==> config.mk <==
export PLATFORM = sky130hd
export DESIGN_NAME = serial_mode_ctrl
export DESIGN_NICKNAME = d
export VERILOG_FILES = /design/src/include/mode_pkg.sv /design/src/logic/bit_timer.sv /design/src/logic/serial_mode_ctrl.sv
export SDC_FILE = /design/constraint.sdc
export NUM_CORES = 1
export LEC_CHECK = 0
export BUFFER_PORTS_ARGS = -buffer_cell sky130_fd_sc_hd__buf_2
export CAP_MARGIN = 40
export CORE_MARGIN = 2
export CORE_UTILIZATION = 51
export CTS_CLUSTER_SIZE = 12
export DETAILED_ROUTE_END_ITERATION = 16
export GPL_TIMING_DRIVEN = 1
export PLACE_DENSITY = 0.76
export SETUP_SLACK_MARGIN = 0.1
export SLEW_MARGIN = 10
export SYNTH_ARGS = -nofsm -noshare
export SYNTH_HDL_FRONTEND = slang
export SYNTH_SLANG_ARGS = --single-unit
==> constraint.sdc <==
create_clock -name hclk -period 4.3 [get_ports hclk]
set_clock_uncertainty 0.05 [all_clocks]
set_input_delay 0 -clock hclk [delete_from_list [all_inputs] [get_ports hclk]]
set_output_delay 0 -clock hclk [all_outputs]
set_load 0.01 [all_outputs]
==> src/include/mode_pkg.sv <==
// Purpose: Shared constants and types of the serial mode control block
// Assumes: 200 MHz hclk, fixed bit rate
// Notes:   Register offsets are byte addresses on AHB-Lite
package mode_pkg;
   // ------------------------------------------------------------
   // Register map and fields
   // ------------------------------------------------------------
   localparam logic [7:0] A_CMD   = 8'h00;
   localparam logic [7:0] A_MODE  = 8'h04;
   localparam logic [7:0] A_STAT  = 8'h08;
   localparam logic [7:0] A_DATA  = 8'h0C;
   localparam logic [7:0] A_ISTAT = 8'h10;
   localparam logic [7:0] A_ICLR  = 8'h14;
   localparam logic [7:0] A_IEN   = 8'h18;
   localparam int CMD_MODE_LSB = 6;
   localparam int CMD_RXEN     = 2;
   localparam int CMD_TXEN     = 0;
   localparam int MODE_SL_LSB  = 0;
   localparam int MODE_PEN     = 2;
   localparam int MODE_PODD    = 3;
   localparam int ST_TRANSMIT_READY     = 0;
   localparam int ST_RECEIVE_READY     = 1;
   localparam int ST_TRANSMITTER_EMPTY     = 2;
   localparam logic [1:0] CM_NORMAL = 2'h0;
   localparam logic [1:0] CM_ECHO   = 2'h1;
   localparam logic [1:0] CM_LOCAL  = 2'h2;
   localparam logic [1:0] CM_REMOTE = 2'h3;
   localparam logic [1:0] SL_TWO    = 2'h3;
   localparam logic [7:0] CMD_RST   = 8'h00;
   localparam logic [7:0] MODE_RST  = 8'h01;
   // ------------------------------------------------------------
   // Timing
   // ------------------------------------------------------------
   localparam int CLK_HZ  = 200000000;
   localparam int BAUD_HZ = 115200;
   localparam logic [11:0] BIT_CYC  = 12'(CLK_HZ / BAUD_HZ);
   localparam logic [11:0] HALF_CYC = 12'(CLK_HZ / BAUD_HZ / 2);
   localparam logic [2:0]  LAST_BIT = 3'h7;
   // ------------------------------------------------------------
   // Types
   // ------------------------------------------------------------
   typedef struct packed {
      logic [1:0] mode;
      logic       rx_en;
      logic       tx_en;
   } cmd_t;
   typedef struct packed {
      logic [1:0] stop_len;
      logic       par_en;
      logic       par_odd;
   } cfg_t;
   typedef enum logic [2:0] {
      S_IDLE  = 3'b000,
      S_START = 3'b001,
      S_DATA  = 3'b010,
      S_PAR   = 3'b011,
      S_STOP  = 3'b100
   } ser_st_t;
endpackage

==> src/logic/bit_timer.sv <==
// Purpose: Bit period timer, pulses at mid bit and end of bit
// Assumes: Restart pulse aligns the period to a frame edge
// Notes:   Free running between restarts
`timescale 1ns/1ps
`default_nettype none
module bit_timer
   import mode_pkg::*;
(
   // Clock, reset and enable
   input  wire logic hclk,
   input  wire logic hresetn,
   input  wire logic ce,
   // Control and ticks
   input  wire logic restart,
   output logic      mid,
   output logic      full
);
   logic [11:0] cnt_r;
   wire         wrap = (cnt_r == BIT_CYC - 12'h001);

   always_ff @(posedge hclk or negedge hresetn) begin
      if (!hresetn) begin
         cnt_r <= 12'h000;
      end else if (ce) begin
         cnt_r <= (restart || wrap) ? 12'h000 : cnt_r + 12'h001;
      end
   end

   assign mid  = ce && !restart && (cnt_r == HALF_CYC - 12'h001);
   assign full = ce && !restart && wrap;
endmodule // bit_timer
`default_nettype wire

==> src/logic/serial_mode_ctrl.sv <==
// Purpose: Serial channel with normal, echo, local and remote loop modes
// Assumes: AHB-Lite single word transfers, 8 data bits per character
// Notes:   Zero wait state slave; ce low freezes all state
`timescale 1ns/1ps
`default_nettype none
module serial_mode_ctrl
   import mode_pkg::*;
(
   // Clock, reset, enable
   input  wire logic        hclk,
   input  wire logic        hresetn,
   input  wire logic        ce,
   // AHB-Lite slave
   input  wire logic        hsel,
   input  wire logic [31:0] haddr,
   input  wire logic [1:0]  htrans,
   input  wire logic        hwrite,
   input  wire logic [2:0]  hsize,
   input  wire logic [31:0] hwdata,
   input  wire logic        hready,
   output logic [31:0]      hrdata,
   output logic             hreadyout,
   output logic             hresp,
   // Serial line
   input  wire logic        rx_line,
   output logic             tx_line,
   // Status pins
   output logic             tx_empty_or_line_change_pin_n,
   output logic             irq
);
   // ------------------------------------------------------------
   // Decode helpers
   // ------------------------------------------------------------
   function automatic logic echo_like(input logic [1:0] m);
      echo_like = (m == CM_ECHO) || (m == CM_REMOTE);
   endfunction

   // ------------------------------------------------------------
   // Declarations
   // ------------------------------------------------------------
   cmd_t        cmd_r;
   cfg_t        cfg_r;
   logic [7:0]  thr_r;
   logic        thr_full_r;
   logic [7:0]  rx_data_r;
   logic        receive_ready_r;
   logic [2:0]  ist_r;
   logic [2:0]  ien_r;
   logic        wr_pend_r;
   logic [7:0]  wr_addr_r;
   logic        rx_s1_r;
   logic        rx_s2_r;
   ser_st_t     tx_st_r;
   ser_st_t     rx_st_r;
   logic [2:0]  tx_bit_r;
   logic [2:0]  rx_bit_r;
   logic        tx_stopn_r;
   logic [7:0]  tx_sh_r;
   logic [7:0]  rx_sh_r;
   logic        tx_par_r;
   logic        rx_par_r;
   logic        undr_r;
   logic        echo_pend_r;
   logic        echo_done_r;
   logic        tx_empty_r;
   logic        prev_transmit_ready_r;
   logic        prev_receive_ready_r;
   logic        prev_emt_r;
   logic        tx_line_r;
   logic [31:0] hrdata_r;
   logic        hreadyout_r;
   logic        irq_r;
   logic        tx_mid;
   logic        tx_full;
   logic        rx_mid;
   logic        rx_full;
   logic        line_nxt;

   // ------------------------------------------------------------
   // Bus decode
   // ------------------------------------------------------------
   wire       addr_ph  = ce && hsel && htrans[1] && hready;
   wire       rd_ph    = addr_ph && !hwrite;
   wire [7:0] a_lo     = haddr[7:0];
   wire       wr_cmd   = wr_pend_r && (wr_addr_r == A_CMD);
   wire       wr_mode  = wr_pend_r && (wr_addr_r == A_MODE);
   wire       wr_data  = wr_pend_r && (wr_addr_r == A_DATA);
   wire       wr_iclr  = wr_pend_r && (wr_addr_r == A_ICLR);
   wire       wr_ien   = wr_pend_r && (wr_addr_r == A_IEN);
   wire       rd_data  = rd_ph && (a_lo == A_DATA);
   wire [2:0] stat     = {tx_empty_r, receive_ready_r, !thr_full_r};
   wire [7:0] cmd_rd   = {cmd_r.mode, 3'h0, cmd_r.rx_en, 1'b0, cmd_r.tx_en};
   wire [3:0] mode_rd  = {cfg_r.par_odd, cfg_r.par_en, cfg_r.stop_len};
   wire [31:0] rd_mux  =
      (a_lo == A_CMD)   ? {24'h000000, cmd_rd} :
      (a_lo == A_MODE)  ? {28'h0000000, mode_rd} :
      (a_lo == A_STAT)  ? {29'h00000000, stat} :
      (a_lo == A_DATA)  ? {24'h000000, rx_data_r} :
      (a_lo == A_ISTAT) ? {29'h00000000, ist_r} :
      (a_lo == A_IEN)   ? {29'h00000000, ien_r} : 32'h00000000;

   // ------------------------------------------------------------
   // Mode decode
   // ------------------------------------------------------------
   wire echo_mode = (cmd_r.mode == CM_ECHO);
   wire echo_path = echo_like(cmd_r.mode);
   wire rx_run    = cmd_r.rx_en;
   // Local loop feeds transmit data straight back, line held idle
   wire rx_in     = (cmd_r.mode == CM_LOCAL) ? line_nxt : rx_s2_r;
   wire two_stop  = (cfg_r.stop_len == SL_TWO);

   // ------------------------------------------------------------
   // Bus slave registers
   // ------------------------------------------------------------
   always_ff @(posedge hclk or negedge hresetn) begin
      if (!hresetn) begin
         wr_pend_r   <= 1'b0;
         wr_addr_r   <= 8'h00;
         hrdata_r    <= 32'h00000000;
         hreadyout_r <= 1'b0;
      end else if (ce) begin
         hreadyout_r <= 1'b1;
         wr_pend_r   <= addr_ph && hwrite;
         wr_addr_r   <= a_lo;
         if (rd_ph) begin
            hrdata_r <= rd_mux;
         end
      end
   end

   always_ff @(posedge hclk or negedge hresetn) begin
      if (!hresetn) begin
         cmd_r <= cmd_t'({CMD_RST[7:6], CMD_RST[2], CMD_RST[0]});
         cfg_r <= cfg_t'({MODE_RST[MODE_SL_LSB +: 2], MODE_RST[MODE_PEN], MODE_RST[MODE_PODD]});
         ien_r <= 3'h0;
      end else if (ce) begin
         if (wr_cmd) begin
            // Mode and receiver enable change in one write
            cmd_r.mode  <= hwdata[CMD_MODE_LSB +: 2];
            cmd_r.rx_en <= hwdata[CMD_RXEN];
            cmd_r.tx_en <= hwdata[CMD_TXEN];
         end
         if (wr_mode) begin
            cfg_r <= cfg_t'({hwdata[MODE_SL_LSB +: 2], hwdata[MODE_PEN],
                             hwdata[MODE_PODD]});
         end
         if (wr_ien) begin
            ien_r <= hwdata[2:0];
         end
      end
   end

   // ------------------------------------------------------------
   // Line input synchroniser
   // ------------------------------------------------------------
   always_ff @(posedge hclk or negedge hresetn) begin
      if (!hresetn) begin
         rx_s1_r <= 1'b1;
         rx_s2_r <= 1'b1;
      end else if (ce) begin
         rx_s1_r <= rx_line;
         rx_s2_r <= rx_s1_r;
      end
   end

   // ------------------------------------------------------------
   // Receiver
   // ------------------------------------------------------------
   wire rx_go    = (rx_st_r == S_IDLE) && rx_run && !rx_in;
   wire rx_done  = (rx_st_r == S_STOP) && rx_mid;
   wire rx_bad   = (rx_st_r == S_START) && rx_mid && rx_in;

   bit_timer u_rx_timer (
      .hclk    (hclk),
      .hresetn (hresetn),
      .ce      (ce),
      .restart (rx_go),
      .mid     (rx_mid),
      .full    (rx_full)
   );

   always_ff @(posedge hclk or negedge hresetn) begin
      if (!hresetn) begin
         rx_st_r  <= S_IDLE;
         rx_bit_r <= 3'h0;
         rx_sh_r  <= 8'h00;
         rx_par_r <= 1'b0;
      end else if (ce) begin
         case (rx_st_r)
            S_IDLE: begin
               if (rx_go) begin
                  rx_st_r <= S_START;
               end
            end
            S_START: begin
               if (rx_bad) begin
                  rx_st_r <= S_IDLE;
               end else if (rx_full) begin
                  rx_st_r  <= S_DATA;
                  rx_bit_r <= 3'h0;
               end
            end
            S_DATA: begin
               if (rx_mid) begin
                  rx_sh_r <= {rx_in, rx_sh_r[7:1]};
               end
               if (rx_full) begin
                  rx_bit_r <= rx_bit_r + 3'h1;
                  if (rx_bit_r == LAST_BIT) begin
                     rx_st_r <= cfg_r.par_en ? S_PAR : S_STOP;
                  end
               end
            end
            S_PAR: begin
               if (rx_mid) begin
                  rx_par_r <= rx_in;
               end
               if (rx_full) begin
                  rx_st_r <= S_STOP;
               end
            end
            S_STOP: begin
               if (rx_done) begin
                  rx_st_r <= S_IDLE;
               end
            end
            default: rx_st_r <= S_IDLE;
         endcase
      end
   end

   // Set by a completed character wins over the clearing read
   always_ff @(posedge hclk or negedge hresetn) begin
      if (!hresetn) begin
         receive_ready_r <= 1'b0;
         rx_data_r       <= 8'h00;
      end else if (ce) begin
         if (rx_done) begin
            receive_ready_r <= 1'b1;
            rx_data_r       <= rx_sh_r;
         end else if (rd_data) begin
            receive_ready_r <= 1'b0;
         end
      end
   end

   // ------------------------------------------------------------
   // Transmitter
   // ------------------------------------------------------------
   wire tx_idle   = (tx_st_r == S_IDLE);
   wire go_echo   = tx_idle && echo_path && echo_pend_r;
   wire go_norm   = tx_idle && !echo_path && cmd_r.tx_en && thr_full_r;
   wire tx_go     = go_echo || go_norm;
   wire [7:0] src = go_echo ? rx_data_r : thr_r;
   // Underrun point: start of last data bit, or parity bit if enabled
   wire last_beg  = tx_full && (
      ((tx_st_r == S_DATA) && !cfg_r.par_en && (tx_bit_r == LAST_BIT - 3'h1)) ||
      ((tx_st_r == S_DATA) && cfg_r.par_en && (tx_bit_r == LAST_BIT)));
   // Switch point: end of parity (or last data) bit, or of first stop bit
   wire end_pbit  = tx_full && (cfg_r.par_en ? (tx_st_r == S_PAR) :
                    ((tx_st_r == S_DATA) && (tx_bit_r == LAST_BIT)));
   wire end_stop1 = tx_full && (tx_st_r == S_STOP) && !tx_stopn_r;
   wire sw_mark   = two_stop ? end_stop1 : end_pbit;

   bit_timer u_tx_timer (
      .hclk    (hclk),
      .hresetn (hresetn),
      .ce      (ce),
      .restart (tx_go),
      .mid     (tx_mid),
      .full    (tx_full)
   );

   always_ff @(posedge hclk or negedge hresetn) begin
      if (!hresetn) begin
         tx_st_r    <= S_IDLE;
         tx_bit_r   <= 3'h0;
         tx_stopn_r <= 1'b0;
         tx_sh_r    <= 8'h00;
         tx_par_r   <= 1'b0;
      end else if (ce) begin
         case (tx_st_r)
            S_IDLE: begin
               if (tx_go) begin
                  tx_st_r  <= S_START;
                  tx_sh_r  <= src;
                  tx_par_r <= (^src) ^ cfg_r.par_odd;
               end
            end
            S_START: begin
               if (tx_full) begin
                  tx_st_r  <= S_DATA;
                  tx_bit_r <= 3'h0;
               end
            end
            S_DATA: begin
               if (tx_full) begin
                  tx_bit_r <= tx_bit_r + 3'h1;
                  if (tx_bit_r == LAST_BIT) begin
                     tx_st_r    <= cfg_r.par_en ? S_PAR : S_STOP;
                     tx_stopn_r <= 1'b0;
                  end
               end
            end
            S_PAR: begin
               if (tx_full) begin
                  tx_st_r    <= S_STOP;
                  tx_stopn_r <= 1'b0;
               end
            end
            S_STOP: begin
               if (tx_full) begin
                  tx_stopn_r <= 1'b1;
                  if (!two_stop || tx_stopn_r) begin
                     tx_st_r <= S_IDLE;
                  end
               end
            end
            default: tx_st_r <= S_IDLE;
         endcase
      end
   end

   assign line_nxt = (tx_st_r == S_START) ? 1'b0 :
                   (tx_st_r == S_DATA)  ? tx_sh_r[tx_bit_r] :
                   (tx_st_r == S_PAR)   ? tx_par_r : 1'b1;

   // ------------------------------------------------------------
   // Holding register, echo hand-off, empty tracking
   // ------------------------------------------------------------
   always_ff @(posedge hclk or negedge hresetn) begin
      if (!hresetn) begin
         thr_r       <= 8'h00;
         thr_full_r  <= 1'b0;
         echo_pend_r <= 1'b0;
         undr_r      <= 1'b0;
         echo_done_r <= 1'b0;
      end else if (ce) begin
         if (wr_data) begin
            thr_r      <= hwdata[7:0];
            thr_full_r <= 1'b1;
         end else if (go_norm) begin
            thr_full_r <= 1'b0;
         end
         // Receive ready and echo hand-off come from the same event
         if (rx_done && echo_path && rx_run) begin
            echo_pend_r <= 1'b1;
         end else if (go_echo || !echo_path) begin
            echo_pend_r <= 1'b0;
         end
         if (wr_data || go_norm) begin
            undr_r <= 1'b0;
         end else if (last_beg || (tx_idle && !thr_full_r)) begin
            undr_r <= !thr_full_r;
         end
         if (go_echo) begin
            echo_done_r <= 1'b0;
         end else if (sw_mark || (tx_idle && !echo_pend_r)) begin
            echo_done_r <= 1'b1;
         end
      end
   end

   // Echo needs tx enable set and rx enable clear; remote loop never
   wire emt_echo = cmd_r.tx_en && !cmd_r.rx_en && echo_done_r;
   wire emt_norm = cmd_r.tx_en && undr_r;
   wire emt_nxt  = echo_mode ? emt_echo :
                   (cmd_r.mode == CM_REMOTE) ? 1'b0 : emt_norm;

   // ------------------------------------------------------------
   // Interrupts and pin outputs
   // ------------------------------------------------------------
   wire [2:0] ev = {tx_empty_r && !prev_emt_r,
                    receive_ready_r && !prev_receive_ready_r,
                    !thr_full_r && !prev_transmit_ready_r};
   // Clear applies before events set, so a same-cycle event stays
   wire [2:0] ist_nxt = (ist_r & ~(wr_iclr ? hwdata[2:0] : 3'h0)) | ev;

   always_ff @(posedge hclk or negedge hresetn) begin
      if (!hresetn) begin
         tx_empty_r   <= 1'b0;
         prev_emt_r   <= 1'b0;
         prev_receive_ready_r <= 1'b0;
         // Idle level is ready, so no false event after reset
         prev_transmit_ready_r <= 1'b1;
         ist_r        <= 3'h0;
         irq_r        <= 1'b0;
         tx_line_r    <= 1'b1;
      end else if (ce) begin
         tx_empty_r   <= emt_nxt;
         prev_emt_r   <= tx_empty_r;
         prev_receive_ready_r <= receive_ready_r;
         prev_transmit_ready_r <= !thr_full_r;
         ist_r        <= ist_nxt;
         irq_r        <= |(ist_nxt & ien_r);
         tx_line_r    <= (cmd_r.mode == CM_LOCAL) ? 1'b1 : line_nxt;
      end
   end

   assign hrdata    = hrdata_r;
   assign hreadyout = hreadyout_r;
   assign hresp     = 1'b0;
   assign tx_line   = tx_line_r;
   assign irq       = irq_r;
   assign tx_empty_or_line_change_pin_n = !tx_empty_r;
endmodule // serial_mode_ctrl
`default_nettype wire

==> flow_summary.html, run 1 <==
<table>
<tr><th>Metric</th><th>Value</th></tr>
<tr><th colspan="2">Clock tree</th></tr>
<tr><td>Number of setup buffers added after CTS</td><td>0</td></tr>
<tr><td>CTS H-tree lvls</td><td>4</td></tr>
<tr><td>Register clock-pin slew on the reported worst setup and hold paths</td><td>0.06 ns</td></tr>
<tr><td>TritonCTS buffer count</td><td>17</td></tr>
<tr><td>Buffer depth of the longest clock path</td><td>2</td></tr>
<tr><td>Clock tree from TritonCTS</td><td>done</td></tr>
<tr><td>Worst-Skew Late Latency</td><td>0.42 ns</td></tr>
<tr><td>Total number of clock tree sinks</td><td>115</td></tr>
<tr><td>Root Driver</td><td>clkbuf_16</td></tr>
<tr><th colspan="2">Synthesis</th></tr>
<tr><td>Arithmetic-cell share of the synthesized area counting full adders, half adders and majority gates</td><td>1.44%</td></tr>
<tr><td>Share of the yosys chip area belonging to registers</td><td>47.5%</td></tr>
<tr><td>Ys async rst share</td><td>100%</td></tr>
<tr><td>Synth warnings</td><td>0</td></tr>
<tr><td>Synth Area in XOR/XNOR</td><td>4.32%</td></tr>
<tr><td>Count of different cell masters after synthesis</td><td>61</td></tr>
<tr><td>Area share of and/or/nand/nor cells after synthesis</td><td>16.3%</td></tr>
<tr><td>Average footprint of a synthesized cell</td><td>10.1 sq um</td></tr>
<tr><td>Syn Inst Count</td><td>599</td></tr>
<tr><td>Netlist area before placement</td><td>0.00608 sq mm</td></tr>
<tr><td>Flops &amp; latches, synth</td><td>115</td></tr>
<tr><td>Multiplexer fraction of the synthesized cell area</td><td>12.4%</td></tr>
<tr><td>Dominant combinational cell family by area after synthesis</td><td>simple AND/OR/NAND/NOR gates</td></tr>
<tr><td>Predominant post-synthesis flop cell</td><td>dfrtp_1</td></tr>
<tr><td>Number of enable flip-flop cells after synthesis</td><td>0</td></tr>
<tr><td>Post-synthesis compound-gate area fraction</td><td>12.6%</td></tr>
<tr><th colspan="2">Detailed routing</th></tr>
<tr><td>DRC violations left</td><td>4</td></tr>
<tr><td>DR vias/cell</td><td>5.79</td></tr>
<tr><td>Total Wirelength</td><td>13400 microns</td></tr>
<tr><td>Total vias in the final route</td><td>4689</td></tr>
<tr><td>Antenna violation net count after detailed routing</td><td>0</td></tr>
<tr><td>DR iter-0 viols</td><td>400</td></tr>
<tr><td>First-pass detailed-route iteration total</td><td>10</td></tr>
<tr><td>Routed WL per cell</td><td>16.5 microns</td></tr>
<tr><th colspan="2">Hold path</th></tr>
<tr><td>Hold Crit Class</td><td>input pin to register</td></tr>
<tr><td>Worst hold path cell count</td><td>5</td></tr>
<tr><th colspan="2">STA</th></tr>
<tr><td>Worst rel slew slack</td><td>50.1%</td></tr>
<tr><td>Highest Clock Rate</td><td>377 MHz</td></tr>
<tr><td>Total negative slack</td><td>0 ns</td></tr>
<tr><td>Hold Fails Final Rpt</td><td>0</td></tr>
<tr><td>Unrepaired setup endpoints after global routing</td><td>false</td></tr>
<tr><td>Number of pins exceeding their max-slew limit in the final report</td><td>0</td></tr>
<tr><td>Final critical path time including I/O delays and setup</td><td>2.65 ns</td></tr>
<tr><td>Period utilisation layout</td><td>61.7%</td></tr>
<tr><td>Setup violators final</td><td>0</td></tr>
<tr><td>Slew of the pin with the lowest slew margin</td><td>0.742 ns</td></tr>
<tr><th colspan="2">Placed design</th></tr>
<tr><td>Routability cong.</td><td>0.869</td></tr>
<tr><td>Number of cells in the design after placement</td><td>757</td></tr>
<tr><td>Placed wire-length estimate</td><td>9070 microns</td></tr>
<tr><td>Count of buffers from port buffering</td><td>35</td></tr>
<tr><th colspan="2">Floorplanning</th></tr>
<tr><td>Area of the core</td><td>0.0115 sq mm</td></tr>
<tr><td>Die Y</td><td>113 microns</td></tr>
<tr><td>Num ports</td><td>113</td></tr>
<tr><td>Floorplan die area</td><td>0.0128 sq mm</td></tr>
<tr><td>Effective utilization at floorplan</td><td>52.8%</td></tr>
<tr><td>Chip width</td><td>113 microns</td></tr>
<tr><td>Std cell rows</td><td>39</td></tr>
<tr><th colspan="2">Layout</th></tr>
<tr><td>Area Growth Syn to Fin</td><td>16.8%</td></tr>
<tr><td>Final std cells w/o fill</td><td>810</td></tr>
<tr><td>Fraction of layout cells with a size suffix above 1</td><td>19.0%</td></tr>
<tr><td>NumNets Final</td><td>737</td></tr>
<tr><td>Final antenna diode count</td><td>0</td></tr>
<tr><td>Highest-count cells in the layout ignoring fill and taps</td><td>dfrtp_1, nor2_1, nand2_1</td></tr>
<tr><td>Most common library cell in the layout ignoring fill and taps</td><td>dfrtp_1</td></tr>
<tr><td>Final core occ</td><td>61.6%</td></tr>
<tr><th colspan="2">Setup path</th></tr>
<tr><td>Startpoint class of the critical path</td><td>register</td></tr>
<tr><td>Cell count of the worst reg-to-reg path</td><td>6</td></tr>
<tr><td>Crit path kind</td><td>register to register</td></tr>
<tr><td>Cells along the critical path</td><td>or4_1, or4_4, nor3_4, nand2b_2, or2_1, a22o_1</td></tr>
<tr><td>CP max stage cell</td><td>or4_4</td></tr>
<tr><td>Data arrival time at the worst-slack endpoint</td><td>2.89 ns</td></tr>
<tr><td>Capturing element type of the critical path</td><td>register</td></tr>
<tr><td>Critical path data required time</td><td>4.54 ns</td></tr>
<tr><td>CP bufs+invs</td><td>0</td></tr>
<tr><td>Cell depth of the worst setup path</td><td>6</td></tr>
<tr><td>CP Max Fanout</td><td>6</td></tr>
<tr><td>R2R setup slack</td><td>1.65 ns</td></tr>
<tr><td>Crit path max-delay family</td><td>simple AND/OR/NAND/NOR gates</td></tr>
<tr><td>Delay contributed by the slowest stage of the critical path</td><td>0.59 ns</td></tr>
<tr><th colspan="2">Power and ir drop</th></tr>
<tr><td>Leakage power</td><td>3.15 nW</td></tr>
<tr><td>Overall power</td><td>2.98 mW</td></tr>
<tr><td>Maximum vdd drop</td><td>0.330 mV</td></tr>
<tr><td>Cell Pwr Density</td><td>420 mW/mm^2</td></tr>
<tr><th colspan="2">GRT</th></tr>
<tr><td>Largest net degree at the start of global routing</td><td>69</td></tr>
<tr><td>Overflow left after global routing</td><td>0</td></tr>
<tr><td>Initial antenna violation count</td><td>0</td></tr>
<tr><td>Global-route wire length before repair</td><td>23000 microns</td></tr>
<tr><td>Global routing usage summed across all routing layers</td><td>22.5%</td></tr>
<tr><td>Number of global-route vias before repair</td><td>4685</td></tr>
<tr><th colspan="2">Outcome</th></tr>
<tr><td>Failing checks</td><td>DRC</td></tr>
<tr><td>Run status</td><td>finished with violations</td></tr>
<tr><th colspan="2">Flow run</th></tr>
<tr><td>Max_cap viols</td><td>0</td></tr>
</table>
power by group:
| part | leakage, nW | internal [mW] | switching (mW) |
|---|---|---|---|
| registers | 1.50 | 1.17 | 0.110 |
| clock network | 0.277 | 0.857 | 0.519 |
| logic | 1.38 | 0.151 | 0.180 |
path summary, 6_finish.rpt:
| kind | from | endpoint |
|---|---|---|
| max | u_tx_timer.cnt_r[5]$_DFFE_PN0P_ | tx_bit_r[1]$_DFFE_PN0P_ |
| min | hsel | hrdata[7]$_DFFE_PN0P_ |
| max reg2reg | u_tx_timer.cnt_r[5]$_DFFE_PN0P_ | tx_bit_r[1]$_DFFE_PN0P_ |
| min reg2reg | hreadyout$_DFFE_PN0P_ | hreadyout$_DFFE_PN0P_ |
| max in group asynchronous | hresetn | cfg_r[2]$_DFFE_PN1P_ |
| min in group asynchronous | hresetn | tx_line$_DFFE_PN1P_ |
sequential cells by signal, summed over array words and instances (netlist names), 3 cells and up:
signal	flops
cmd_r	3
wr_addr_r	8
tx_st_r	3
rx_st_r	3
tx_sh_r	8
cfg_r	4
rx_sh_r	8
thr_r	8
ien_r	3
u_rx_timer.cnt_r	12
u_tx_timer.cnt_r	12
hrdata	8
tx_bit_r	3
rx_data_r	8
rx_bit_r	3
ist_r	3
synthesized netlist by cell type (3+ instances only):
cell type  number  area share [%]
dfrtp_1       110              45
nor2_1         55             3.4
nand2_1        47             2.9
mux2_2         44             8.2
a21oi_1        33             2.7
buf_4          25             3.1
mux2i_1        21             3.5
xnor2_1        21             3.0
clkbuf_1       20             1.2
o21ai_0        16             1.3
nand3_1        15             1.2
nand4_1        13             1.3
inv_1          12            0.74
o21ai_1        10            0.82
nor3_1          9            0.74
xor2_1          9             1.3
a22o_1          8             1.2
a31oi_1         8            0.82
nand2b_1        8            0.82
nor2b_1         8            0.82
and3_1          7            0.72
ha_1            7             1.4
o2bb2ai_1       7             1.0
or3_1           6            0.62
a221oi_1        5            0.72
dfstp_2         5             2.2
a211oi_1        4            0.49
a21boi_0        4            0.49
and2_1          4            0.41
mux2_1          4            0.74
nor4_1          4            0.41
o31ai_1         4            0.49
a21o_1          3            0.37
buf_1           3            0.19
nand3b_1        3            0.37
nor4b_1         3            0.43
o22ai_1         3            0.31
o41ai_1         3            0.43
or2_1           3            0.31
cell type report:
cell class | count | area (sq um)
clock buffer | 18 | 429
clock inverter | 14 | 154
fill | 874 | 4420
inverter | 14 | 52.6
multi-input combinational | 445 | 2950
sequential | 115 | 2880
tap | 143 | 179
timing repair buffer | 61 | 445
per-stage QoR:
stage               area (sq um)  hold WS, ns  setup WS (ns)
floorplan                   6170       -0.346           1.86
global placement            6260        0.147           1.69
detailed placement          6300       -0.202           1.69
CTS                         7100      0.00342           1.66
global route                7100       0.0195           1.51
finish                      7100       0.0197           1.65
layer usage:
| layer | wire [microns] | vias to the layer above | global-route usage (%) |
|---|---|---|---|
| met5 | 0 | - | 0 |
| met4 | 189 | 0 | 6.50 |
| met3 | 778 | 19 | 6.48 |
| met2 | 6480 | 169 | 35.9 |
| met1 | 5920 | 2290 | 30.2 |
| li1 | - | 2211 | - |
cells by family after synthesis:
kind of cell / count (synthesis)
AND/OR/NAND/NOR: 196
AO/OA/AOI/OAI: 118
flip-flops: 115
multiplexers: 69
buffers and inverters: 63
XOR/XNOR: 30
adder cells (fa/ha/maj): 7
other: 1
timing repair:
action	in CTS	in global routing
resized for setup	0	0
endpoints found under the hold margin	122	0
hold buffers	21	0
worst register-to-register path: stages (launching register included):
cell	delay, ns
dfrtp_1	0.44
or4_1	0.56
or4_4	0.59
nor3_4	0.27
nand2b_2	0.13
or2_1	0.26
a22o_1	0.24
Power figures use the tool's default switching activity.
==> inputs of run 2 (changes only) <==
--- a/config.mk
+++ b/config.mk
@@ -12,7 +12,7 @@
 export CTS_CLUSTER_SIZE = 12
 export DETAILED_ROUTE_END_ITERATION = 16
 export GPL_TIMING_DRIVEN = 1
-export PLACE_DENSITY = 0.76
+export PLACE_DENSITY = 0.79
 export SETUP_SLACK_MARGIN = 0.1
 export SLEW_MARGIN = 10
 export SYNTH_ARGS = -nofsm -noshare
==> constraint.sdc (replaced) <==
create_clock -name hclk -period 2.25 [get_ports hclk]
set_clock_uncertainty 0.05 [all_clocks]
set_input_delay 0 -clock hclk [delete_from_list [all_inputs] [get_ports hclk]]
set_output_delay 0 -clock hclk [all_outputs]
set_load 0.01 [all_outputs]
==> run 2 against run 1 <==
Against the previous run:
- the run ends with DRC, setup timing left
- final area up 7.0%
- utilization increased by 4.3 points
- flip-flop and latch count unchanged
- combinational power increased to 2.6 times the previous value
- sequential power rose by 87%
- critical path depth unchanged
- cell count is 5.2% higher
- largest cell class unchanged
==> flow_summary.html, run 2 (synthesis gave the netlist of run 1 again) <==
<table>
<tr><th>Metric</th><th>Value</th></tr>
<tr><th colspan="2">Outcome</th></tr>
<tr><td>Run status</td><td>finished with violations</td></tr>
<tr><td>Failing checks</td><td>DRC, setup timing</td></tr>
<tr><th colspan="2">Layout</th></tr>
<tr><td>Final core occ</td><td>65.9% (+4.3 points)</td></tr>
<tr><td>Largest registers</td><td>u_rx_timer.cnt_r: 12 flops, u_tx_timer.cnt_r: 12 flops</td></tr>
<tr><td>Highest-count cells in the layout ignoring fill and taps</td><td>dfrtp_1, nor2_1, nand2_1</td></tr>
<tr><td>Fraction of layout cells with a size suffix above 1</td><td>26.9% (+7.9 points)</td></tr>
<tr><td>Final antenna diode count</td><td>0 (unchanged)</td></tr>
<tr><td>Final std cells w/o fill</td><td>852 (+5.2%)</td></tr>
<tr><td>Area Growth Syn to Fin</td><td>25.0%</td></tr>
<tr><td>NumNets Final</td><td>779 (+5.7%)</td></tr>
<tr><td>Most common library cell in the layout ignoring fill and taps</td><td>dfrtp_1</td></tr>
<tr><th colspan="2">Detailed routing</th></tr>
<tr><td>DR vias/cell</td><td>5.86 (+1.3%)</td></tr>
<tr><td>Total Wirelength</td><td>15200 microns (+14%)</td></tr>
<tr><td>Antenna violation net count after detailed routing</td><td>0 (unchanged)</td></tr>
<tr><td>DRC violations left</td><td>5 (+1)</td></tr>
<tr><td>Total vias in the final route</td><td>4995 (+6.5%)</td></tr>
<tr><td>Routed WL per cell</td><td>17.8 microns (+8.1%)</td></tr>
<tr><td>First-pass detailed-route iteration total</td><td>13 (+3)</td></tr>
<tr><td>DR iter-0 viols</td><td>392 (-2.0%)</td></tr>
<tr><th colspan="2">Setup path</th></tr>
<tr><td>Capturing element type of the critical path</td><td>register</td></tr>
<tr><td>Cells along the critical path</td><td>or4_4, or4_4, nor2_4, a31oi_2, a21oi_2, mux2_4</td></tr>
<tr><td>CP max stage cell</td><td>or4_4</td></tr>
<tr><td>Startpoint class of the critical path</td><td>register</td></tr>
<tr><td>Critical path data required time</td><td>2.50 ns (-2.04 ns)</td></tr>
<tr><td>Data arrival time at the worst-slack endpoint</td><td>2.59 ns (-0.30 ns)</td></tr>
<tr><td>Cell seen most often among critical-path stages</td><td>or4_4</td></tr>
<tr><td>Delay contributed by the slowest stage of the critical path</td><td>0.55 ns (-0.04 ns)</td></tr>
<tr><td>Crit path kind</td><td>register to register</td></tr>
<tr><td>CP Max Fanout</td><td>4 (-2)</td></tr>
<tr><th colspan="2">STA</th></tr>
<tr><td>Unrepaired setup endpoints after global routing</td><td>true</td></tr>
<tr><td>Final worst setup slack</td><td>-0.0869 ns (-1.73 ns)</td></tr>
<tr><td>Number of pins exceeding their max-slew limit in the final report</td><td>0 (unchanged)</td></tr>
<tr><td>Worst rel slew slack</td><td>52.7% (+2.6 points)</td></tr>
<tr><td>Slew of the pin with the lowest slew margin</td><td>0.704 ns (-0.0386 ns)</td></tr>
<tr><td>Period utilisation layout</td><td>104% (+42 points)</td></tr>
<tr><td>Setup violators final</td><td>8 (+8)</td></tr>
<tr><td>Final critical path time including I/O delays and setup</td><td>2.34 ns (-0.316 ns)</td></tr>
<tr><td>Hold Fails Final Rpt</td><td>0 (unchanged)</td></tr>
<tr><td>Highest Clock Rate</td><td>428 MHz (+14%)</td></tr>
<tr><th colspan="2">Floorplanning</th></tr>
<tr><td>Num ports</td><td>113 (unchanged)</td></tr>
<tr><td>Area of the core</td><td>0.0115 sq mm (unchanged)</td></tr>
<tr><td>Die Y</td><td>113 microns (unchanged)</td></tr>
<tr><td>Floorplan die area</td><td>0.0128 sq mm (unchanged)</td></tr>
<tr><td>Chip width</td><td>113 microns (unchanged)</td></tr>
<tr><td>Std cell rows</td><td>39 (unchanged)</td></tr>
<tr><td>Effective utilization at floorplan</td><td>52.8% (unchanged)</td></tr>
<tr><th colspan="2">GRT</th></tr>
<tr><td>Initial antenna violation count</td><td>0 (unchanged)</td></tr>
<tr><td>Overflow left after global routing</td><td>0 (unchanged)</td></tr>
<tr><td>Number of global-route vias before repair</td><td>5032 (+7.4%)</td></tr>
<tr><td>Global routing usage summed across all routing layers</td><td>24.5% (+1.9 points)</td></tr>
<tr><td>Largest net degree at the start of global routing</td><td>49 (-29%)</td></tr>
<tr><td>Global-route wire length before repair</td><td>24700 microns (+7.4%)</td></tr>
<tr><th colspan="2">Power and ir drop</th></tr>
<tr><td>Cell Pwr Density</td><td>800 mW/mm^2 (+90%)</td></tr>
<tr><td>Leakage power</td><td>3.41 nW (+8.1%)</td></tr>
<tr><td>Maximum vdd drop</td><td>0.753 mV (+130%)</td></tr>
<tr><td>Overall power</td><td>6.08 mW (+100%)</td></tr>
<tr><th colspan="2">Flow run</th></tr>
<tr><td>Max_cap viols</td><td>0 (unchanged)</td></tr>
<tr><th colspan="2">Placed design</th></tr>
<tr><td>Count of buffers from port buffering</td><td>35 (unchanged)</td></tr>
<tr><td>Routability cong.</td><td>0.906 (+4.3%)</td></tr>
<tr><td>Number of cells in the design after placement</td><td>794 (+4.9%)</td></tr>
<tr><td>Placed wire-length estimate</td><td>9850 microns (+8.6%)</td></tr>
<tr><th colspan="2">Clock tree</th></tr>
<tr><td>Clock tree from TritonCTS</td><td>done</td></tr>
<tr><td>Register clock-pin slew on the reported worst setup and hold paths</td><td>0.06 ns (about the same)</td></tr>
<tr><td>Total number of clock tree sinks</td><td>115 (unchanged)</td></tr>
<tr><td>TritonCTS buffer count</td><td>17 (unchanged)</td></tr>
<tr><td>Buffer depth of the longest clock path</td><td>2 (unchanged)</td></tr>
<tr><td>Worst-Skew Late Latency</td><td>0.42 ns (about the same)</td></tr>
<tr><td>CTS H-tree lvls</td><td>4 (unchanged)</td></tr>
<tr><td>Root Driver</td><td>clkbuf_16</td></tr>
<tr><th colspan="2">Hold path</th></tr>
<tr><td>Hold Crit Class</td><td>input pin to register</td></tr>
</table>
[run 2: final cells by class]
class | instances | area (sq um)
fillers | 847 | 3920
multi-input cells | 445 | 3080
well taps | 143 | 179
clock inverters | 15 | 188
clock buffers | 17 | 425
flip-flops and latches | 115 | 2880
repair buffers | 103 | 783
inverters | 14 | 52.6
[run 2: final timing paths]
check | start | to | slack, ns | cells after the start
worst max-delay path | u_tx_timer.cnt_r[3]$_DFFE_PN0P_ | tx_st_r[2]$_DFFE_PN0P_ | -0.09 | 6
worst min-delay path | haddr[3] | wr_addr_r[3]$_DFFE_PN0P_ | 0.04 | 2
worst max register to register | u_tx_timer.cnt_r[3]$_DFFE_PN0P_ | tx_st_r[2]$_DFFE_PN0P_ | -0.09 | 6
worst min register to register | hreadyout$_DFFE_PN0P_ | hreadyout$_DFFE_PN0P_ | 0.42 | 1
max in group asynchronous | hresetn | tx_bit_r[2]$_DFFE_PN0P_ | 1.28 | 3
min in group asynchronous | hresetn | rx_bit_r[1]$_DFFE_PN0P_ | 0.10 | 2
[run 2: through the flow]
stage	hold WS [ns]	area (sq um)	setup WS (ns)	TNS [ns]
after global routing	0.0408	7590	-0.164	-1.09
after floorplan	-0.346	6190	-0.103	-0.376
after global placement	-0.00156	6620	-0.0534	-0.233
final	0.0367	7590	-0.0869	-0.452
after CTS	0.0131	7480	-0.0268	-0.0976
after detailed placement	0.00246	6620	-0.110	-0.463
[run 2: timing repair]
action                     4_1_cts  5_1_grt
hold buffers                    20        0
setup endpoints to repair       10       29
setup buffers                    1        5
hold endpoints to repair        80        0
gates resized for setup         10       14
pin swaps                        2        4
[run 2: layer usage]
| metal | GRT usage (%) | part of all wire (%) | vias to the layer above |
|---|---|---|---|
| li1 | - | - | 2300 |
| met5 | 0 | 0 | - |
| met2 | 41.4 | 51 | 193 |
| met3 | 6.53 | 5.5 | 24 |
| met1 | 30.7 | 42 | 2478 |
| met4 | 7.89 | 1.6 | 0 |
[run 2: critical path, delay by kind of cell, from the launching register on]
kind            cells  cell delay (ns)
compound gates      2             0.30
simple gates        3             1.19
mux                 1             0.31
flops               1             0.38
[run 2: where the power goes]
part | switching (mW) | leakage [nW] | total (mW) | internal, mW
Sequential | 0.176 | 1.50 | 2.40 | 2.23
Clock | 1.12 | 0.306 | 2.81 | 1.69
Combinational | 0.449 | 1.60 | 0.865 | 0.416
==> inputs of run 3 (changes only) <==
--- a/config.mk
+++ b/config.mk
@@ -12,9 +12,10 @@
 export CTS_CLUSTER_SIZE = 12
 export DETAILED_ROUTE_END_ITERATION = 16
 export GPL_TIMING_DRIVEN = 1
-export PLACE_DENSITY = 0.79
+export PLACE_DENSITY_LB_ADDON = 0.3
 export SETUP_SLACK_MARGIN = 0.1
 export SLEW_MARGIN = 10
 export SYNTH_ARGS = -nofsm -noshare
 export SYNTH_HDL_FRONTEND = slang
 export SYNTH_SLANG_ARGS = --single-unit
+export TNS_END_PERCENT = 10
==> run 3 against run 2 <==
Against the previous run:
- sequential share of layout area about the same
- sequential power decreased by 2%
- combinational power increased by 6.0%
- via count decreased by 0.46%
- the run still ends with DRC, setup timing left
- first-iteration DRC count decreased by 8.2%
- die area unchanged
- maximum frequency about the same
- setup slack got worse by 0.0014 ns
- clock power increased by 4%
- total power increased by 1.9%
- hold slack improved by 0.085 ns
==> flow_summary.html, run 3 (synthesis gave the netlist of run 1 again) <==
<table>
<tr><th>Metric</th><th>Value</th></tr>
<tr><th colspan="2">STA</th></tr>
<tr><td>Final critical path time including I/O delays and setup</td><td>2.34 ns (+0.00141 ns)</td></tr>
<tr><td>Setup violators final</td><td>7 (-1)</td></tr>
<tr><td>Final worst setup slack</td><td>-0.0883 ns (-0.00141 ns)</td></tr>
<tr><td>Number of pins exceeding their max-slew limit in the final report</td><td>0 (unchanged)</td></tr>
<tr><td>Unrepaired setup endpoints after global routing</td><td>true</td></tr>
<tr><td>Hold Fails Final Rpt</td><td>0 (unchanged)</td></tr>
<tr><td>Slew of the pin with the lowest slew margin</td><td>0.746 ns (+0.0422 ns)</td></tr>
<tr><td>Worst rel slew slack</td><td>49.9% (-2.8 points)</td></tr>
<tr><td>Highest Clock Rate</td><td>428 MHz (about the same)</td></tr>
<tr><td>Total negative slack</td><td>-0.249 ns (+0.203 ns)</td></tr>
<tr><td>Period utilisation layout</td><td>104% (about the same)</td></tr>
<tr><th colspan="2">Layout</th></tr>
<tr><td>Sequential cell area</td><td>0.00289 sq mm (about the same)</td></tr>
<tr><td>Most common library cell in the layout ignoring fill and taps</td><td>dfrtp_1</td></tr>
<tr><td>Post-route cell area</td><td>0.00759 sq mm (unchanged)</td></tr>
<tr><td>Area of the multi-input gates</td><td>0.00305 sq mm (-0.97%)</td></tr>
<tr><td>Final std cells w/o fill</td><td>856 (+0.47%)</td></tr>
<tr><td>NumNets Final</td><td>783 (+0.51%)</td></tr>
<tr><td>Area Growth Syn to Fin</td><td>25.0% (unchanged)</td></tr>
<tr><td>Final antenna diode count</td><td>0 (unchanged)</td></tr>
<tr><td>Largest registers</td><td>u_rx_timer.cnt_r: 12 flops, u_tx_timer.cnt_r: 12 flops</td></tr>
<tr><td>Highest-count cells in the layout ignoring fill and taps</td><td>dfrtp_1, nor2_1, buf_4</td></tr>
<tr><td>Fill cell instance count of the final layout</td><td>876 (+3.4%)</td></tr>
<tr><td>Fraction of layout cells with a size suffix above 1</td><td>27.5% (+0.55 points)</td></tr>
<tr><th colspan="2">Floorplanning</th></tr>
<tr><td>Effective utilization at floorplan</td><td>52.8% (unchanged)</td></tr>
<tr><td>Chip width</td><td>113 microns (unchanged)</td></tr>
<tr><td>Die Y</td><td>113 microns (unchanged)</td></tr>
<tr><td>Num ports</td><td>113 (unchanged)</td></tr>
<tr><td>Std cell rows</td><td>39 (unchanged)</td></tr>
<tr><td>Floorplan die area</td><td>0.0128 sq mm (unchanged)</td></tr>
<tr><td>Area of the core</td><td>0.0115 sq mm (unchanged)</td></tr>
<tr><th colspan="2">Clock tree</th></tr>
<tr><td>TritonCTS buffer count</td><td>17 (unchanged)</td></tr>
<tr><td>CTS H-tree lvls</td><td>4 (unchanged)</td></tr>
<tr><td>Worst-Skew Late Latency</td><td>0.42 ns (about the same)</td></tr>
<tr><td>Clock tree from TritonCTS</td><td>done</td></tr>
<tr><td>Total number of clock tree sinks</td><td>115 (unchanged)</td></tr>
<tr><td>Register clock-pin slew on the reported worst setup and hold paths</td><td>0.06 ns (about the same)</td></tr>
<tr><td>Buffer depth of the longest clock path</td><td>2 (unchanged)</td></tr>
<tr><td>Root Driver</td><td>clkbuf_16</td></tr>
<tr><th colspan="2">Power and ir drop</th></tr>
<tr><td>Combinational power share</td><td>14.8% (+0.6 points)</td></tr>
<tr><td>Part of the total power dissipated in sequential elements</td><td>38.1% (-1.4 points)</td></tr>
<tr><td>Overall power</td><td>6.19 mW (+1.9%)</td></tr>
<tr><td>Cell Pwr Density</td><td>815 mW/mm^2 (+1.9%)</td></tr>
<tr><td>Share of total power in the clock network</td><td>47.1% (+0.9 points)</td></tr>
<tr><td>Switching share of power</td><td>28.0% (-0.70 points)</td></tr>
<tr><td>Cell Int Power</td><td>4.46 mW (+2.9%)</td></tr>
<tr><td>Leakage power</td><td>3.43 nW (+0.67%)</td></tr>
<tr><td>Psw</td><td>1.73 mW (-0.57%)</td></tr>
<tr><td>Maximum vdd drop</td><td>0.636 mV (-16%)</td></tr>
<tr><th colspan="2">Setup path</th></tr>
<tr><td>Cells along the critical path</td><td>or4_4, or4_4, nor2_4, a31oi_1, nor3_2, mux2_4</td></tr>
<tr><td>Startpoint class of the critical path</td><td>register</td></tr>
<tr><td>Crit path max-delay family</td><td>simple AND/OR/NAND/NOR gates</td></tr>
<tr><td>Cell seen most often among critical-path stages</td><td>or4_4</td></tr>
<tr><td>CP max stage cell</td><td>or4_4</td></tr>
<tr><td>CP Max Fanout</td><td>4 (unchanged)</td></tr>
<tr><td>Delay contributed by the slowest stage of the critical path</td><td>0.54 ns (about the same)</td></tr>
<tr><td>CP bufs+invs</td><td>0 (unchanged)</td></tr>
<tr><td>Data arrival time at the worst-slack endpoint</td><td>2.60 ns (about the same)</td></tr>
<tr><td>Crit path kind</td><td>register to register</td></tr>
<tr><td>Capturing element type of the critical path</td><td>register</td></tr>
<tr><td>Critical path data required time</td><td>2.51 ns (about the same)</td></tr>
<tr><th colspan="2">Detailed routing</th></tr>
<tr><td>Antenna violation net count after detailed routing</td><td>0 (unchanged)</td></tr>
<tr><td>Routed WL per cell</td><td>17.3 microns (-3.3%)</td></tr>
<tr><td>Total Wirelength</td><td>14800 microns (-2.9%)</td></tr>
<tr><td>DR iter-0 viols</td><td>360 (-8.2%)</td></tr>
<tr><td>Total vias in the final route</td><td>4972 (-0.46%)</td></tr>
<tr><td>DRC violations left</td><td>2 (-3)</td></tr>
<tr><td>First-pass detailed-route iteration total</td><td>11 (-2)</td></tr>
<tr><td>DR vias/cell</td><td>5.81 (-0.93%)</td></tr>
<tr><th colspan="2">Placed design</th></tr>
<tr><td>Count of buffers from port buffering</td><td>35 (unchanged)</td></tr>
<tr><td>Worst Setup Slack post-DPL</td><td>-0.121 ns (-0.0108 ns)</td></tr>
<tr><td>Placed wire-length estimate</td><td>9920 microns (+0.70%)</td></tr>
<tr><td>Routability cong.</td><td>0.877 (-3.2%)</td></tr>
<tr><td>Total cell area at the placement stage</td><td>0.00664 sq mm (+0.30%)</td></tr>
<tr><td>Number of cells in the design after placement</td><td>802 (+1.0%)</td></tr>
<tr><th colspan="2">GRT</th></tr>
<tr><td>Initial antenna violation count</td><td>0 (unchanged)</td></tr>
<tr><td>Overflow left after global routing</td><td>0 (unchanged)</td></tr>
<tr><td>Global-route wire length before repair</td><td>24300 microns (-1.4%)</td></tr>
<tr><td>Number of global-route vias before repair</td><td>4941 (-1.8%)</td></tr>
<tr><td>Largest net degree at the start of global routing</td><td>54 (+10%)</td></tr>
<tr><td>Global routing usage summed across all routing layers</td><td>24.1% (-0.31 points)</td></tr>
<tr><th colspan="2">Outcome</th></tr>
<tr><td>Failing checks</td><td>DRC, setup timing</td></tr>
<tr><td>Run status</td><td>finished with violations</td></tr>
<tr><th colspan="2">Flow run</th></tr>
<tr><td>Max_cap viols</td><td>0 (unchanged)</td></tr>
<tr><th colspan="2">Hold path</th></tr>
<tr><td>Hold Crit Class</td><td>input pin to async pin</td></tr>
</table>
==> run 3: changes by cell type in the layout (fill, tap and decap cells not counted), sizes merged <==
cell / before / now
dlygate4sd3: 20 / 21
clkinv: 3 / 1
inv: 24 / 25
bufinv: 2 / 3
buf: 83 / 86
==> run 3: worst paths after layout <==
check	slack (ns)	cells past startpoint	startpoint	endpoint
setup / recovery	-0.09	6	u_tx_timer.cnt_r[3]$_DFFE_PN0P_	undr_r$_DFFE_PN0P_
hold / removal	0.12	2	hresetn	u_tx_timer.cnt_r[9]$_DFFE_PN0P_
setup reg to reg	-0.09	6	u_tx_timer.cnt_r[3]$_DFFE_PN0P_	undr_r$_DFFE_PN0P_
hold reg to reg	0.41	1	hreadyout$_DFFE_PN0P_	hreadyout$_DFFE_PN0P_
max in group asynchronous	1.28	3	hresetn	cfg_r[0]$_DFFE_PN0P_
min in group hclk	0.12	6	hsel	hrdata[4]$_DFFE_PN0P_
==> run 3: layout make-up <==
cell class | count | area share (%)
clock inverter | 15 | 2.73
multi-input combinational | 445 | 40.2
timing repair buffer | 107 | 10.4
clock buffer | 17 | 5.60
tap | 143 | 2.36
sequential | 115 | 38.0
inverter | 14 | 0.692
==> run 3: timing repair <==
action / in CTS / in global routing
hold buffers: 21 / 0
setup endpoints to repair: 11 / 38
resized for setup: 6 / 20
pin swaps: 2 / 5
buffers inserted: 0 / 1
hold endpoints to repair: 89 / 0
==> run 3: routing by layer <==
layer	routed length [microns]	part of all wire (%)	up-vias	track usage [%]
met3	781	5.3	25	5.46
met5	0	0	-	0
met1	6420	43	2461	31.2
met4	278	1.9	0	9.43
met2	7290	49	171	39.8
li1	-	-	2315	-
==> run 3: metrics by stage <==
step,util (%),hold slack [ns]
after floorplan,-,-0.346
after global placement,57.6,0.0319
after detailed placement,57.6,0.0463
after CTS,65.2,0.107
after global routing,65.9,0.164
final,65.9,0.121
==> run 3: power groups by stage <==
stage / registers, mW / logic, mW / clock network (mW)
after floorplan: 2.37 / 0.518 / 0
after global placement: 2.37 / 0.809 / 0
after detailed placement: 2.38 / 0.837 / 0
after CTS: 2.35 / 0.890 / 2.95
after global routing: 2.38 / 1.01 / 3.04
final: 2.36 / 0.917 / 2.92
==> run 3: worst register-to-register path, cell delays in order (launching register included) <==
cell     delay, ns
dfrtp_1       0.38
or4_4         0.54
or4_4         0.50
nor2_4        0.12
a31oi_1       0.11
nor3_2        0.22
mux2_4        0.31
